===== config.mk =====
export PLATFORM = sky130hd
export DESIGN_NAME = bcd_block_command_decoder
export DESIGN_NICKNAME = d
export VERILOG_FILES = /design/src/bcd_pkg.sv /design/src/bcd_block_command_decoder.sv
export SDC_FILE = /design/constraint.sdc
export NUM_CORES = 1
export LEC_CHECK = 0
export BUFFER_PORTS_ARGS = -buffer_cell sky130_fd_sc_hd__buf_2
export CAP_MARGIN = 20
export CORE_ASPECT_RATIO = 0.6
export CORE_UTILIZATION = 63
export CTS_BUF_LIST = sky130_fd_sc_hd__clkbuf_16
export DETAILED_ROUTE_END_ITERATION = 8
export PLACE_DENSITY = 0.84
export SLEW_MARGIN = 20
export SYNTH_ARGS = -nofsm -noshare
export SYNTH_HDL_FRONTEND = slang
export SYNTH_SLANG_ARGS = --single-unit
export TNS_END_PERCENT = 50

===== constraint.sdc =====
create_clock -name pclk -period 5.1 [get_ports pclk]
set_clock_uncertainty 0.2 [all_clocks]
set_input_delay 0.255 -clock pclk [delete_from_list [all_inputs] [get_ports pclk]]
set_output_delay 0.255 -clock pclk [all_outputs]
set_load 0.005 [all_outputs]

===== src/bcd_pkg.sv =====
// Constants for the block command decoder: register map, command fields, status codes
package bcd_pkg;
  // Register map, byte addresses
  localparam int BCD_AW = 8;
  localparam logic [7:0] BCD_OFF_CMD0 = 8'h00;
  localparam logic [7:0] BCD_OFF_CMD1 = 8'h04;
  localparam logic [7:0] BCD_OFF_CMD2 = 8'h08;
  localparam logic [7:0] BCD_OFF_CTRL = 8'h0c;
  localparam logic [7:0] BCD_OFF_STATUS = 8'h10;
  localparam logic [7:0] BCD_OFF_DATA = 8'h14;
  localparam int BCD_CTRL_GO_BIT = 0;
  // Storage shape
  localparam int BCD_DEPTH = 16;
  localparam int BCD_IDX_W = 4;
  localparam logic [3:0] BCD_LAST_IDX = 4'hf;
  // Opcodes
  localparam logic [7:0] BCD_OP_TUR = 8'h00;
  localparam logic [7:0] BCD_OP_INQUIRY = 8'h12;
  localparam logic [7:0] BCD_OP_START_STOP = 8'h1b;
  localparam logic [7:0] BCD_OP_READ = 8'h28;
  localparam logic [7:0] BCD_OP_WRITE = 8'h2a;
  localparam logic [7:0] BCD_OP_VERIFY = 8'h2e;
  localparam logic [7:0] BCD_OP_SYNC = 8'h35;
  localparam logic [7:0] BCD_OP_WBUF = 8'h3b;
  localparam logic [7:0] BCD_OP_MSELECT = 8'h55;
  localparam logic [7:0] BCD_OP_MSENSE = 8'h5a;
  // Field positions within byte 1 and byte 4
  localparam int BCD_B1_RELATIVE_ADDRESSING = 0;
  localparam int BCD_B1_IMMED = 0;
  localparam int BCD_B1_WCD = 2;
  localparam int BCD_B1_FUA = 3;
  localparam int BCD_B4_START = 0;
  localparam int BCD_B4_LOAD_EJECT = 1;
  // Power conditions
  localparam logic [3:0] BCD_PWR_NOCHG = 4'h0;
  localparam logic [3:0] BCD_PWR_ACTIVE = 4'h1;
  localparam logic [3:0] BCD_PWR_IDLE = 4'h2;
  localparam logic [3:0] BCD_PWR_STANDBY = 4'h3;
  localparam logic [3:0] BCD_PWR_SLEEP = 4'h5;
  // Status byte, sense keys, sense codes
  localparam logic [7:0] BCD_STAT_GOOD = 8'h00;
  localparam logic [7:0] BCD_STAT_CHECK = 8'h02;
  localparam logic [3:0] BCD_KEY_NONE = 4'h0;
  localparam logic [3:0] BCD_KEY_NOT_READY = 4'h2;
  localparam logic [3:0] BCD_KEY_MEDIUM = 4'h3;
  localparam logic [3:0] BCD_KEY_ILLEGAL = 4'h5;
  localparam logic [7:0] BCD_ASC_NONE = 8'h00;
  localparam logic [7:0] BCD_ASC_NOT_READY = 8'h04;
  localparam logic [7:0] BCD_ASC_WRITE_ERR = 8'h0c;
  localparam logic [7:0] BCD_ASC_MISCOMPARE = 8'h1d;
  localparam logic [7:0] BCD_ASC_BAD_OP = 8'h20;
  localparam logic [7:0] BCD_ASC_BAD_FIELD = 8'h24;
  localparam logic [7:0] BCD_ASC_POWER = 8'h2c;
  // Flush follow-up actions
  localparam logic [1:0] BCD_FK_SYNC = 2'h0;
  localparam logic [1:0] BCD_FK_STOP = 2'h1;
  localparam logic [1:0] BCD_FK_SLEEP = 2'h2;
  // Controller states
  typedef enum logic [2:0] {
    BCD_S_IDLE = 3'b000,
    BCD_S_DECODE = 3'b001,
    BCD_S_DIN = 3'b010,
    BCD_S_DOUT = 3'b011,
    BCD_S_FLUSH = 3'b100,
    BCD_S_VERIFY = 3'b101,
    BCD_S_FINISH = 3'b110
  } bcd_state_t;
endpackage


===== src/bcd_block_command_decoder.sv =====
// Block command decoder with APB register access, block cache and medium store
`timescale 1ns/10ps
module bcd_block_command_decoder
  import bcd_pkg::*;
(
  input wire logic pclk,
  input wire logic presetn,
  input wire logic pce,
  input wire logic psel,
  input wire logic penable,
  input wire logic pwrite,
  input wire logic [7:0] paddr,
  input wire logic [31:0] pwdata,
  input wire logic media_fault,
  output logic [31:0] prdata,
  output logic pready,
  output logic pslverr
);

  ////////////////////////////////////////////////////////////////////////////
  // Declarations
  bcd_state_t state;
  logic [31:0] cmd0_reg, cmd1_reg;
  logic [15:0] cmd2_reg;
  logic [31:0] prdata_reg;
  logic pready_reg, pslverr_reg;
  logic [31:0] cur_lba_reg;
  logic [15:0] cnt_reg;
  logic [3:0] flush_idx_reg;
  logic [1:0] flush_kind_reg;
  logic through_reg, verify_reg, xfer_err_reg;
  logic busy_reg, status_valid_reg;
  logic [7:0] status_code_reg, asc_reg;
  logic [3:0] key_reg, power_reg;
  logic ready_reg, wcd_reg, deferred_reg, deferred_next;
  logic [31:0] cache_mem [BCD_DEPTH];
  logic [31:0] medium_mem [BCD_DEPTH];
  logic [BCD_DEPTH-1:0] cache_valid_reg, dirty_reg;
  logic [7:0] op, b1, b4;
  logic [31:0] lba, read_word, rdata_mux;
  logic [15:0] xlen;
  logic [3:0] pc;
  logic [BCD_IDX_W-1:0] cur_idx;
  logic acc, wr_fire, rd_fire, go, din_fire, dout_fire, flush_wr, flush_last, mismatch;
  logic chk;
  logic [3:0] chk_key;
  logic [7:0] chk_asc;

  // Opcode classes
  function automatic logic known_op(input logic [7:0] o);
    known_op = (o == BCD_OP_TUR) || (o == BCD_OP_INQUIRY) || (o == BCD_OP_START_STOP) ||
               (o == BCD_OP_READ) || (o == BCD_OP_WRITE) || (o == BCD_OP_VERIFY) ||
               (o == BCD_OP_SYNC) || (o == BCD_OP_WBUF) || (o == BCD_OP_MSELECT) ||
               (o == BCD_OP_MSENSE);
  endfunction

  function automatic logic needs_media(input logic [7:0] o);
    needs_media = (o == BCD_OP_READ) || (o == BCD_OP_WRITE) || (o == BCD_OP_VERIFY);
  endfunction

  ////////////////////////////////////////////////////////////////////////////
  // Command block field extraction, most significant byte first
  assign op = cmd0_reg[31:24];
  assign b1 = cmd0_reg[23:16];
  assign lba = {cmd0_reg[15:0], cmd1_reg[31:16]};
  assign xlen = {cmd1_reg[7:0], cmd2_reg[15:8]};
  assign b4 = cmd1_reg[31:24];
  assign pc = b4[7:4];
  assign cur_idx = cur_lba_reg[BCD_IDX_W-1:0];

  // Bus handshake terms
  assign acc = psel & penable & ~pready_reg;
  assign wr_fire = psel & penable & pready_reg & pwrite;
  assign rd_fire = psel & penable & pready_reg & ~pwrite;
  assign go = wr_fire && (paddr == BCD_OFF_CTRL) && pwdata[BCD_CTRL_GO_BIT] && !busy_reg;
  assign din_fire = wr_fire && (paddr == BCD_OFF_DATA) && (state == BCD_S_DIN);
  assign dout_fire = rd_fire && (paddr == BCD_OFF_DATA) && (state == BCD_S_DOUT);

  // Newest copy wins: cache when held there, else medium
  assign read_word = cache_valid_reg[cur_idx] ? cache_mem[cur_idx] : medium_mem[cur_idx];
  assign flush_wr = (state == BCD_S_FLUSH) && dirty_reg[flush_idx_reg];
  assign flush_last = (state == BCD_S_FLUSH) && (flush_idx_reg == BCD_LAST_IDX);
  assign mismatch = medium_mem[cur_idx] != cache_mem[cur_idx];

  ////////////////////////////////////////////////////////////////////////////
  // Command validation; ignored fields are never looked at
  always_comb begin
    chk = 1'b0;
    chk_key = BCD_KEY_NONE;
    chk_asc = BCD_ASC_NONE;
    if (deferred_reg) begin
      chk = 1'b1;
      chk_key = BCD_KEY_MEDIUM;
      chk_asc = BCD_ASC_WRITE_ERR;
    end else if (!known_op(op)) begin
      chk = 1'b1;
      chk_key = BCD_KEY_ILLEGAL;
      chk_asc = BCD_ASC_BAD_OP;
    end else if ((needs_media(op) || op == BCD_OP_SYNC) && b1[BCD_B1_RELATIVE_ADDRESSING]) begin
      chk = 1'b1;
      chk_key = BCD_KEY_ILLEGAL;
      chk_asc = BCD_ASC_BAD_FIELD;
    end else if (op == BCD_OP_START_STOP && (pc == 4'h4 || pc > BCD_PWR_SLEEP)) begin
      chk = 1'b1;
      chk_key = BCD_KEY_ILLEGAL;
      chk_asc = BCD_ASC_BAD_FIELD;
    end else if (needs_media(op) && power_reg != BCD_PWR_ACTIVE) begin
      chk = 1'b1;
      chk_key = BCD_KEY_ILLEGAL;
      chk_asc = BCD_ASC_POWER;
    end else if (needs_media(op) && !ready_reg) begin
      chk = 1'b1;
      chk_key = BCD_KEY_NOT_READY;
      chk_asc = BCD_ASC_NOT_READY;
    end
  end

  ////////////////////////////////////////////////////////////////////////////
  // Command block registers, locked while a command runs
  always_ff @(posedge pclk or negedge presetn) begin
    if (!presetn) begin
      cmd0_reg <= 32'h0;
      cmd1_reg <= 32'h0;
      cmd2_reg <= 16'h0;
    end else if (pce && wr_fire && !busy_reg) begin
      if (paddr == BCD_OFF_CMD0) cmd0_reg <= pwdata;
      if (paddr == BCD_OFF_CMD1) cmd1_reg <= pwdata;
      if (paddr == BCD_OFF_CMD2) cmd2_reg <= pwdata[31:16];
    end
  end

  // Read data selection
  always_comb begin
    case (paddr)
      BCD_OFF_CMD0: rdata_mux = cmd0_reg;
      BCD_OFF_CMD1: rdata_mux = cmd1_reg;
      BCD_OFF_CMD2: rdata_mux = {cmd2_reg, 16'h0};
      BCD_OFF_STATUS: rdata_mux = {status_code_reg, asc_reg, key_reg, power_reg, 3'h0,
                                   deferred_reg, wcd_reg, ready_reg, status_valid_reg, busy_reg};
      BCD_OFF_DATA: rdata_mux = (state == BCD_S_DOUT) ? read_word : 32'h0;
      default: rdata_mux = 32'h0;
    endcase
  end

  // APB answer: one wait cycle, error on unmapped address
  always_ff @(posedge pclk or negedge presetn) begin
    if (!presetn) begin
      pready_reg <= 1'b0;
      pslverr_reg <= 1'b0;
      prdata_reg <= 32'h0;
    end else if (pce) begin
      pready_reg <= acc;
      pslverr_reg <= acc && (paddr > BCD_OFF_DATA || paddr[1:0] != 2'h0);
      if (acc) prdata_reg <= rdata_mux;
    end
  end

  assign prdata = prdata_reg;
  assign pready = pready_reg;
  assign pslverr = pslverr_reg;

  ////////////////////////////////////////////////////////////////////////////
  // Command sequencer
  always_ff @(posedge pclk or negedge presetn) begin
    if (!presetn) begin
      state <= BCD_S_IDLE;
      cur_lba_reg <= 32'h0;
      cnt_reg <= 16'h0;
      flush_idx_reg <= 4'h0;
      flush_kind_reg <= BCD_FK_SYNC;
      through_reg <= 1'b0;
      verify_reg <= 1'b0;
    end else if (pce) begin
      case (state)
        BCD_S_IDLE: begin
          if (go) state <= BCD_S_DECODE;
        end
        BCD_S_DECODE: begin
          cur_lba_reg <= lba;
          cnt_reg <= xlen;
          flush_idx_reg <= 4'h0;
          through_reg <= b1[BCD_B1_FUA] | wcd_reg | (op == BCD_OP_VERIFY);
          verify_reg <= (op == BCD_OP_VERIFY);
          state <= BCD_S_FINISH;
          if (!chk) begin
            case (op)
              BCD_OP_READ: begin
                if (xlen != 16'h0) state <= BCD_S_DOUT;
              end
              BCD_OP_WRITE, BCD_OP_VERIFY: begin
                if (xlen != 16'h0) state <= BCD_S_DIN;
              end
              BCD_OP_SYNC: begin
                state <= BCD_S_FLUSH;
                flush_kind_reg <= BCD_FK_SYNC;
              end
              BCD_OP_START_STOP: begin
                // Power field overrides start; load_eject is never used
                if (pc == BCD_PWR_SLEEP) begin
                  state <= BCD_S_FLUSH;
                  flush_kind_reg <= BCD_FK_SLEEP;
                end else if (pc == BCD_PWR_NOCHG && !b4[BCD_B4_START]) begin
                  state <= BCD_S_FLUSH;
                  flush_kind_reg <= BCD_FK_STOP;
                end
              end
              default: state <= BCD_S_FINISH;
            endcase
          end
        end
        BCD_S_DIN: begin
          if (din_fire) begin
            cur_lba_reg <= cur_lba_reg + 32'h1;
            cnt_reg <= cnt_reg - 16'h1;
            if (cnt_reg == 16'h1) begin
              if (verify_reg) begin
                state <= BCD_S_VERIFY;
                cur_lba_reg <= lba;
                cnt_reg <= xlen;
              end else begin
                state <= BCD_S_FINISH;
              end
            end
          end
        end
        BCD_S_DOUT: begin
          if (dout_fire) begin
            cur_lba_reg <= cur_lba_reg + 32'h1;
            cnt_reg <= cnt_reg - 16'h1;
            if (cnt_reg == 16'h1) state <= BCD_S_FINISH;
          end
        end
        BCD_S_FLUSH: begin
          flush_idx_reg <= flush_idx_reg + 4'h1;
          if (flush_last) state <= BCD_S_FINISH;
        end
        BCD_S_VERIFY: begin
          cur_lba_reg <= cur_lba_reg + 32'h1;
          cnt_reg <= cnt_reg - 16'h1;
          if (cnt_reg == 16'h1) state <= BCD_S_FINISH;
        end
        BCD_S_FINISH: state <= BCD_S_IDLE;
        default: state <= BCD_S_IDLE;
      endcase
    end
  end

  // Transfer error: failed forced write or failed verify
  always_ff @(posedge pclk or negedge presetn) begin
    if (!presetn) begin
      xfer_err_reg <= 1'b0;
    end else if (pce) begin
      if (state == BCD_S_DECODE) xfer_err_reg <= 1'b0;
      else if (din_fire && through_reg && media_fault) xfer_err_reg <= 1'b1;
      else if (state == BCD_S_VERIFY && mismatch) xfer_err_reg <= 1'b1;
    end
  end

  ////////////////////////////////////////////////////////////////////////////
  // Status reporting: early for immediate start/stop other than sleep, else at finish
  always_ff @(posedge pclk or negedge presetn) begin
    if (!presetn) begin
      busy_reg <= 1'b0;
      status_valid_reg <= 1'b0;
      status_code_reg <= BCD_STAT_GOOD;
      key_reg <= BCD_KEY_NONE;
      asc_reg <= BCD_ASC_NONE;
    end else if (pce) begin
      if (go) begin
        busy_reg <= 1'b1;
        status_valid_reg <= 1'b0;
      end else if (state == BCD_S_DECODE) begin
        status_code_reg <= chk ? BCD_STAT_CHECK : BCD_STAT_GOOD;
        key_reg <= chk_key;
        asc_reg <= chk_asc;
        if (!chk && op == BCD_OP_START_STOP && b1[BCD_B1_IMMED] && pc != BCD_PWR_SLEEP)
          status_valid_reg <= 1'b1;
      end else if (state == BCD_S_FINISH) begin
        busy_reg <= 1'b0;
        status_valid_reg <= 1'b1;
        if (xfer_err_reg && !status_valid_reg) begin
          status_code_reg <= BCD_STAT_CHECK;
          key_reg <= BCD_KEY_MEDIUM;
          asc_reg <= verify_reg ? BCD_ASC_MISCOMPARE : BCD_ASC_WRITE_ERR;
        end
      end
    end
  end

  // Power state, readiness and write policy
  always_ff @(posedge pclk or negedge presetn) begin
    if (!presetn) begin
      power_reg <= BCD_PWR_ACTIVE;
      ready_reg <= 1'b1;
      wcd_reg <= 1'b0;
    end else if (pce) begin
      if (state == BCD_S_DECODE && !chk && op == BCD_OP_SYNC) begin
        wcd_reg <= b1[BCD_B1_WCD];
      end
      if (state == BCD_S_DECODE && !chk && op == BCD_OP_START_STOP) begin
        if (pc == BCD_PWR_ACTIVE || pc == BCD_PWR_IDLE || pc == BCD_PWR_STANDBY)
          power_reg <= pc;
        else if (pc == BCD_PWR_NOCHG && b4[BCD_B4_START])
          ready_reg <= 1'b1;
      end
      if (flush_last && flush_kind_reg == BCD_FK_STOP) ready_reg <= 1'b0;
      if (flush_last && flush_kind_reg == BCD_FK_SLEEP) power_reg <= BCD_PWR_SLEEP;
    end
  end

  // Deferred error: a failed background flush; set beats clear
  always_comb begin
    deferred_next = (deferred_reg & (state != BCD_S_DECODE)) | (flush_wr & media_fault);
  end

  always_ff @(posedge pclk or negedge presetn) begin
    if (!presetn) deferred_reg <= 1'b0;
    else if (pce) deferred_reg <= deferred_next;
  end

  ////////////////////////////////////////////////////////////////////////////
  // Cache and medium storage; a medium fault drops the medium write
  always_ff @(posedge pclk) begin
    if (pce) begin
      if (din_fire) cache_mem[cur_idx] <= pwdata;
      if (din_fire && through_reg && !media_fault) medium_mem[cur_idx] <= pwdata;
      if (flush_wr && !media_fault) medium_mem[flush_idx_reg] <= cache_mem[flush_idx_reg];
    end
  end

  // Per-block valid and dirty flags; flush leaves blocks cached
  genvar gi;
  generate
    for (gi = 0; gi < BCD_DEPTH; gi++) begin : g_flag
      always_ff @(posedge pclk or negedge presetn) begin
        if (!presetn) begin
          cache_valid_reg[gi] <= 1'b0;
          dirty_reg[gi] <= 1'b0;
        end else if (pce) begin
          if (din_fire && cur_idx == BCD_IDX_W'(gi)) begin
            cache_valid_reg[gi] <= 1'b1;
            dirty_reg[gi] <= !through_reg || media_fault;
          end else if (flush_wr && flush_idx_reg == BCD_IDX_W'(gi) && !media_fault) begin
            dirty_reg[gi] <= 1'b0;
          end
        end
      end
    end
  endgenerate
endmodule


# After elaboration in Yosys (flattened, before gate mapping)
# Memory sizes are Yosys's and may differ from the RTL's.
# Index checks and enable logic that the tools add are counted.
[totals]
ff_bits = 235
ramBits = 1024
input_bits = 47
out_inout_bits = 34
wordCells = 464
mem_count = 2
[classes]
n_addsub = 3
order_cmp = 4
eq_ne = 71
muxes = 125
bitwise = 14
reduce_logical = 190
[memory_table]
columns = ["memory", "words", "word_bits", "read_ports", "rd_clocked_by_memory_dff", "write_ports", "line_no", "rtl"]
rows = [
  ["cache_mem", 16, 32, 2, 0, 1, "bcd_block_command_decoder.sv:36", "logic [31:0] cache_mem [BCD_DEPTH];"],
  ["medium_mem", 16, 32, 1, 0, 1, "bcd_block_command_decoder.sv:37", "logic [31:0] medium_mem [BCD_DEPTH];"],
]
[ops]
columns = ["cell", "count"]
rows = [
  ["32-bit 2-to-1 mux", 7],
  ["32-bit one-hot mux with 5 select lines", 1],
  ["32-bit one-hot mux with 4 select lines", 1],
  ["1-bit logical AND", 80],
  ["2-bit AND reduction", 40],
  ["4-bit equality test (second input constant)", 16],
  ["1-bit 2-to-1 mux", 64],
  ["16-bit 2-to-1 mux", 4],
  ["8-bit 2-to-1 mux", 8],
  ["16-bit one-hot mux with 4 select lines", 1],
  ["2-bit nonzero test", 26],
  ["4-bit by 3-bit equality test with 1-bit output (second input constant)", 10],
  ["8-bit by 6-bit equality test with 1-bit output (second input constant)", 5],
  ["4-bit 2-to-1 mux", 10],
  ["3-bit 2-to-1 mux", 12],
  ["32-bit by 1-bit adder with 32-bit output (second input constant)", 1],
  ["8-bit by 5-bit equality test with 1-bit output (second input constant)", 4],
  ["32-bit inequality test", 1],
  ["32-bit OR reduction", 1],
  ["4-bit by 2-bit equality test with 1-bit output (second input constant)", 6],
  ["6-bit 2-to-1 mux", 3],
  ["3-bit one-hot mux with 6 select lines", 1],
  ["1-bit logical OR", 17],
  ["16-bit by 1-bit equality test with 1-bit output (second input constant)", 1],
  ["other kinds (42)", 87],
]

# Logic depth before layout (Yosys ltp)
# Gate-level depths: netlist of run 1.
[depth]
word_depth = 19
depth_mapped = 12

# Worst setup path after synthesis of run 1
# OpenSTA, ideal clock, no wires.
[synth_path]
kind = "register to register"
from = "register flush_idx_reg[0]"
to = "memory medium_mem[10][0], enable pin"
setup_time_ns = 0.421
t_arrival_ns = 3.878
slack_ns = 0.601
stages_incl_launch_ff = 8
cell_sequence = "dfrtp_1 -> buf_1 -> mux4_2 -> mux4_2 -> nand4_1 -> clkbuf_1 -> a21oi_1 -> nor2_1"
[synth_between]
elab_chain_cells = 9
word_cells_on_any_way = 10
[synth_rtl]
columns = ["item", "line_no", "rtl"]
rows = [
  ["from (decl)", "bcd_block_command_decoder.sv:29", "logic [3:0] flush_idx_reg;"],
  ["from (signal assigned)", "bcd_block_command_decoder.sv:234", "flush_idx_reg <= flush_idx_reg + 4'h1;"],
  ["1-bit binary-select mux with 4-bit select", "bcd_block_command_decoder.sv:81", "assign flush_wr = (state == BCD_S_FLUSH) && dirty_reg[flush_idx_reg];"],
  ["1-bit 2-to-1 mux (not written as such)", "bcd_block_command_decoder.sv:81", ""],
  ["1-bit logical AND", "bcd_block_command_decoder.sv:81", ""],
  ["1-bit logical AND", "bcd_block_command_decoder.sv:327", "if (flush_wr && !media_fault) medium_mem[flush_idx_reg] <= cache_mem[flush_idx_reg];"],
  ["1-bit 2-to-1 mux", "bcd_block_command_decoder.sv:327", ""],
  ["1-bit 2-to-1 mux", "bcd_block_command_decoder.sv:324", "if (pce) begin"],
  ["1-bit 2-to-1 mux (not written as such)", "bcd_block_command_decoder.sv:327", ""],
  ["32-bit OR reduction (no line)", "-", ""],
  ["4-bit 2-to-1 mux (no line) / 1-bit 2-to-1 mux (equally long branches)", "-", ""],
  ["to (decl)", "bcd_block_command_decoder.sv:37", ""],
]
# Several ways; a longest one is shown, not always the timed one. The select of a mux whose other input is x is not followed.

# Worst setup path in the final report of run 1
[layout_path]
from = "register cur_lba_reg[1]"
to = "register xfer_err_reg"
[layout_between]
elab_chain_cells = 5
word_cells_on_any_way = 6
[layout_rtl]
columns = ["item", "line_no", "rtl"]
rows = [
  ["from (decl)", "bcd_block_command_decoder.sv:27", "logic [31:0] cur_lba_reg;"],
  ["from (signal assigned)", "bcd_block_command_decoder.sv:179", "cur_lba_reg <= lba;"],
  ["from (signal assigned)", "bcd_block_command_decoder.sv:213", "cur_lba_reg <= cur_lba_reg + 32'h1;"],
  ["from (signal assigned)", "bcd_block_command_decoder.sv:218", "cur_lba_reg <= lba;"],
  ["memory 16 x 32 bit, on equally long branches", "-", ""],
  ["32-bit inequality test *", "bcd_block_command_decoder.sv:83", "assign mismatch = medium_mem[cur_idx] != cache_mem[cur_idx];"],
  ["1-bit logical AND *", "bcd_block_command_decoder.sv:255", "else if (state == BCD_S_VERIFY && mismatch) xfer_err_reg <= 1'b1;"],
  ["3-bit nonzero test (no line) *", "-", ""],
  ["2-bit AND reduction (no line) *", "-", ""],
  ["to (signal assigned)", "bcd_block_command_decoder.sv:253", "if (state == BCD_S_DECODE) xfer_err_reg <= 1'b0;"],
  ["to (signal assigned)", "bcd_block_command_decoder.sv:254", "else if (din_fire && through_reg && media_fault) xfer_err_reg <= 1'b1;"],
  ["to (signal assigned)", "bcd_block_command_decoder.sv:255", ""],
  ["to (decl)", "bcd_block_command_decoder.sv:31", "logic through_reg, verify_reg, xfer_err_reg;"],
]
# Every way passes the cells marked *; elsewhere a longest branch is shown, timed or not.
# A chain may end at the register's enable or synchronous reset.

==> reports/results.txt, run 1 <==
Portion of netlist area occupied by mux cells: 0.2226
Worst Tran Pin Value: 1.095 ns
Largest family of logic cells by synthesized area: multiplexers
Status: complete, no violations
Clock Path Buffers: 3
Most numerous cell in the Yosys netlist: edfxtp_1
Cell variety after synth: 69
Logic gate share of total power: 0.303
Total number of H-tree levels: 3
Hold endpoint: status_valid_reg
RSZ-0062 raised after global routing: false
Setup ws final: 0.4782 ns
Vias/cell: 7.503
Top Registers: cache_mem x512, medium_mem x512
Top cell type's share of synthesized area: 0.5816
Worst-skew pair later-pin latency: 0.72 ns
Asr flop ratio synth: 0.1593
Die height: 226.4 µm
CP Launch Point: cur_lba_reg[1]
Mapped Area: 0.05287 mm²
Vias in the first global route: 31,165
Fin. max-slew vios: 0
Largest driver fanout on the critical path: 56
Worst-path clk slew: 0.07 ns
Max Fclk: 0.2164 GHz
Critical path class: reg -> reg
Largest net degree at the start of global routing: 103
Hold path depth: 4
Dpl cell area: 0.05532 mm²
Grt total ovfl: 0
Adder-Cell Fraction of Synth Area: 0.002367
DR pass1 iterations: 8
Number of nets with antenna violations after routing: 0
Leakage Power: 19.59 nW
Synth Area in XOR/XNOR: 0.005633
# hold bufs at CTS: 41
Post-synthesis register bit count: 1,218
Post-synth top cells: edfxtp_1 (1,024), mux4_2 (448), dfrtp_1 (192)
Setup_tns: 0 ns
Switching pwr: 8.668 mW
Fin crit period: 4.622 ns
Post-CTS sizing: 0
Number of port buffers: 80
Slew headroom: 0.2644
Pwr Density: 463.4 mW/mm²
Worst R2R End: xfer_err_reg
Complex-gate fraction of the synthesized area: 0.04700
Final period utilization: 0.9062
Area grow syn2layout: 11.60%
Initial antenna violation count: 2
Core outline area: 0.08229 mm²
Synthesis Warnings: 0
CP Capture Type: flop
Post-detail-place hpwl: 89,940 µm
WP data arrival: 4.97 ns
Top_reg_cell synth: edfxtp_1
Clock share of power: 0.284
Wire per inst: 36.14 µm
Syn Inst Count: 2,750
RR Startpoint: cur_lba_reg[1]
VDD IR-drop max: 0.5062 mV
Drt drc: 0
Max-Cap Viols: 0
CP Data Required Time: 5.45 ns
Sw frac: 0.3170
FF-to-FF path depth: 9
Flop-to-flop setup slack: 0.48 ns
Io pins: 81
Post-synthesis area per instance: 19.22 µm²
Pre-CTS WS: 0.6057 ns
CTS Sinks: 1,218
Fin. Hold Viols: 0
GP Congestion: 0.9721
Number of synthesized flops with an enable pin: 1,024
DR iter-0 viols: 4,920
Gr usage total: 0.3576
CTS tree: built
Total CTS buffers: 101
Synth Area in Simple Gates: 0.03171
Layout cells sized above 1: 0.3053
Design Area, Final: 0.05900 mm²
Yosys top cell by area: edfxtp_1
Core Util, Final: 0.7169
Register share of total power: 0.413
# Post-CTS Setup Buffers: 0
Root buf cell: clkbuf_16
Hold Crit Start: pwrite
Tot Pwr: 27.34 mW
Synth top area cells: edfxtp_1 (58%), mux4_2 (19%), dfrtp_1 (9.1%)
Routed WL: 148,800 µm
Starting Density: 0.6424
Hold Crit Class: in -> reg
First-pass GRT wire length: 215,500 µm
Post-synthesis sequential area ratio: 0.6735
Num rows: 81
Setup Viol. Count Final: 0
Via Count: 30,896
Internal: 18.67 mW
Layout Nets: 2,970
Die X: 376.0 µm
Startpoint Class: flop
Mapped Nets: 2,807
Die Footprint: 0.08512 mm²
## kinds of logic (layout without fill, tap and decap cells)
| group | count (synthesis) | after routing |
|---|---|---|
| compound gates | 354 | 354 |
| xor+xnor | 34 | 34 |
| fa+ha+maj | 10 | 10 |
| buf+inv | 204 | 451 |
| flops | 1218 | 1218 |
| mux | 600 | 600 |
| other cells | 0 | 1 |
| simple gates | 330 | 330 |
## routing by layer
layer	part of all wire	track usage	vias to the layer above
met5	0.000087	0	-
met4	0.039	0.1239	2
met3	0.15	0.1135	421
met2	0.46	0.5319	2623
met1	0.36	0.5082	15991
li1	-	-	11859
## power by group through the flow
stage	logic, mW	clock network [mW]	registers (mW)
after global placement	7.80	0	11.5
after detailed placement	8.00	0	11.5
final	8.28	7.76	11.3
after CTS	8.14	7.77	11.3
after global routing	8.56	8.13	11.3
after floorplan	5.58	0	11.2
## worst max path at each step
stage                         to  slack (ns)  cells after the start
2_1_floorplan  medium_mem[10][0]        0.60                      7
3_3_place_gp        xfer_err_reg        0.73                      9
3_5_place_dp        xfer_err_reg        0.61                      9
4_1_cts             xfer_err_reg        0.56                      9
5_1_grt             xfer_err_reg        0.37                      9
6_report            xfer_err_reg        0.48                      9
## critical path: stages (launching register included)
cell and delay, ns:
dfrtp_4 1.06, buf_12 0.34, mux4_2 0.35, a22o_1 0.25, a221oi_1 0.42, xnor2_1 0.19, nand4_1 0.20, or4_1 0.72
nor4_1 0.48, a221oi_1 0.15
## area by class of cell
cell class	count	area [µm²]
flip-flops and latches	1218	35630
fillers	4668	23290
multi-input cells	1328	16650
clock buffers	105	2628
repair buffers	245	2019
well taps	1120	1401
clock inverters	82	605.6
inverters	19	71.32
diodes	1	2.502
## placed cells by master, fill, tap and decap left out, types with 10 or more instances in the layout
master and n:
clkinv_2 12, or2_1 13, mux2_1 51, nand3_1 20, nand3b_1 15, inv_1 50, clkinv_1 26, o21ai_0 39
o21ai_1 29, nor3_1 19, nor2_4 33, ha_1 10, a22o_1 67, xnor2_1 31, mux2_2 75, nand4_1 18
a21oi_1 46, buf_12 18, nor4_1 10, mux2i_1 26, mux4_2 448, o31ai_1 16, buf_2 79, clkbuf_16 105
nand2_1 88, a22oi_1 69, buf_4 103, a31oi_1 21, nor2_1 53, edfxtp_1 1024, dlygate4sd3_1 41, dfrtp_1 185
a221oi_1 24
## per-stage QoR
stage,instances,hold WS [ns]
2_1_floorplan,2750,-0.2406
3_3_place_gp,3883,0.1645
3_5_place_dp,3888,0.1779
4_1_cts,4116,0.05442
5_1_grt,4117,0.1198
6_report,4118,0.1011
Note: power is estimated with default switching activity, not from simulation.
==> inputs of run 2 (changes only) <==
- BUFFER_PORTS_ARGS: -buffer_cell sky130_fd_sc_hd__buf_2 -> -buffer_cell sky130_fd_sc_hd__clkbuf_2
- MAX_ROUTING_LAYER: not set -> met4
==> reports/results.txt, run 2 (same netlist as run 1, synthesis figures left out) <==
Wire per inst: 36.15 µm (about the same)
Setup Viol. Count Final: 0 (unchanged)
Io pins: 81 (unchanged)
Hold_ws: 0.001271 ns (-0.09982 ns)
Slew headroom: 0.2310 (-0.03341)
Setup ws final: 0.5915 ns (+0.1133 ns)
Vias in the first global route: 31,297 (+0.42%)
Logic gate share of total power: 0.305 (+0.002)
WP data arrival: 4.84 ns (-0.13 ns)
# hold bufs at CTS: 38 (-7.3%)
Dpl cells: 3,886 (-0.051%)
Sw frac: 0.3188 (+0.001774)
Worst-path clk slew: 0.07 ns (about the same)
Switching pwr: 8.709 mW (+0.47%)
CP Data Required Time: 5.44 ns (about the same)
GP Congestion: 0.9745 (+0.25%)
DR iter-0 viols: 5,173 (+5.1%)
Total CTS buffers: 101 (unchanged)
Register share of total power: 0.411 (-0.002)
Die X: 376.0 µm (unchanged)
Starting Density: 0.6424 (unchanged)
Dpl cell area: 0.05524 mm² (-0.15%)
Routed WL: 148,800 µm (about the same)
Number of nets with antenna violations after routing: 0 (unchanged)
Startpoint Class: flop
Gr usage total: 0.3673 (+0.009723)
Root buf cell: clkbuf_16
Max-Cap Viols: 0 (unchanged)
# Post-CTS Setup Buffers: 0 (unchanged)
Worst Tran Pin Value: 1.154 ns (+0.05854 ns)
CTS Sinks: 1,218 (unchanged)
Leakage Power: 19.50 nW (-0.47%)
Internal: 18.61 mW (-0.35%)
Setup_tns: 0 ns (unchanged)
Initial antenna violation count: 1 (-1)
Hold Crit Class: in -> async
Grt total ovfl: 0 (unchanged)
Post-detail-place hpwl: 89,180 µm (-0.85%)
RSZ-0062 raised after global routing: false
Status: complete, no violations
Top Registers: cache_mem x512, medium_mem x512
Layout Cells excl Fill: 4,117 (-0.024%)
Clock Path Buffers: 3 (unchanged)
Most frequent cells in the layout: edfxtp_1 (1,024), mux4_2 (448), dfrtp_1 (185)
Drt drc: 0 (unchanged)
Fin crit period: 4.508 ns (-0.1133 ns)
Die height: 226.4 µm (unchanged)
Post-CTS sizing: 0 (unchanged)
CTS tree: built
Fin. max-slew vios: 0 (unchanged)
Via Count: 31,079 (+0.59%)
Core outline area: 0.08229 mm² (unchanged)
Final period utilization: 0.8840 (-0.02221)
Max Fclk: 0.2218 GHz (+2.5%)
Layout Nets: 2,964 (-0.20%)
Area grow syn2layout: 11.31%
Vias/cell: 7.549 (+0.62%)
Die Footprint: 0.08512 mm² (unchanged)
Total number of H-tree levels: 3 (unchanged)
Commonest non-fill, non-tap cell in the layout: edfxtp_1
Num rows: 81 (unchanged)
First-pass GRT wire length: 214,600 µm (-0.38%)
VDD IR-drop max: 0.4121 mV (-19%)
Pwr Density: 464.2 mW/mm² (+0.17%)
Fin. Hold Viols: 0 (unchanged)
Critical path class: reg -> reg
CP Capture Type: flop
DR pass1 iterations: 5 (-3)
CP Launch Point: cur_lba_reg[0]
Pre-CTS WS: 0.6567 ns (+0.05095 ns)
Worst-skew pair later-pin latency: 0.72 ns (about the same)
Largest net degree at the start of global routing: 99 (-3.9%)
RR Startpoint: cur_lba_reg[0]
Number of port buffers: 80 (unchanged)
Largest driver fanout on the critical path: 21 (-63%)
Layout cells sized above 1: 0.3087 (+0.003440)
Clock share of power: 0.283 (about the same)
Design Area, Final: 0.05885 mm² (-0.26%)
run 2: cell types whose count changed in the layout (fill, tap and decap cells not counted), sizes merged:
cell / previous run / this run
clkbuf: 106 / 185
dlygate4sd3: 41 / 38
buf: 203 / 121
clkinv: 39 / 45
bufinv: 9 / 7
clkinvlp: 1 / 5
inv: 52 / 49
run 2: critical path, cell delays in order (launching register included):
cell and delay, ns:
dfrtp_4 0.70, buf_4 0.46, mux4_2 0.58, a22o_1 0.24, a221oi_1 0.48, xnor2_1 0.19, nand4_1 0.15, or4_1 0.73
nor4_1 0.43, a221oi_1 0.13
run 2: power groups by stage:
stage          clock network (mW)  registers, mW  logic (mW)
3_3_place_gp                    0           11.4        7.86
5_1_grt                      8.09           11.3        8.60
3_5_place_dp                    0           11.4        8.05
4_1_cts                      7.76           11.2        8.18
6_report                     7.74           11.2        8.33
2_1_floorplan                   0           11.2        5.58
run 2: cell type report:
class	count	area, µm²
Clock inverter	87	600.6
Timing Repair Buffer	239	1873
Antenna cell	1	2.502
Fill cell	4661	23450
Inverter	19	71.32
Tap cell	1120	1401
Sequential cell	1218	35630
Multi-Input combinational cell	1328	16650
Clock buffer	105	2628
run 2: routing by layer:
metal	track usage	vias up	share of wire
li1	-	11852	-
met1	0.4963	15894	0.34
met2	0.5299	2858	0.46
met3	0.1212	475	0.16
met4	0.1319	0	0.042
met5	-	-	0
run 2: metrics by stage:
stage          total power [mW]  utilization
2_1_floorplan             16.78            -
3_3_place_gp              19.29       0.6712
3_5_place_dp              19.49       0.6712
4_1_cts                   27.17       0.7151
5_1_grt                   27.94       0.7151
6_report                  27.32       0.7151
run 2: final timing paths:
check / to / slack (ns) / cells after the start
min reg2reg: cache_valid_reg[12] / 0.27 / 1
max: xfer_err_reg / 0.59 / 9
max reg2reg: xfer_err_reg / 0.59 / 9
min in group pclk: pready / 0.10 / 4
min: cmd1_reg[4] / 0.001 / 2
max in group asynchronous: cache_valid_reg[1] / 3.58 / 3
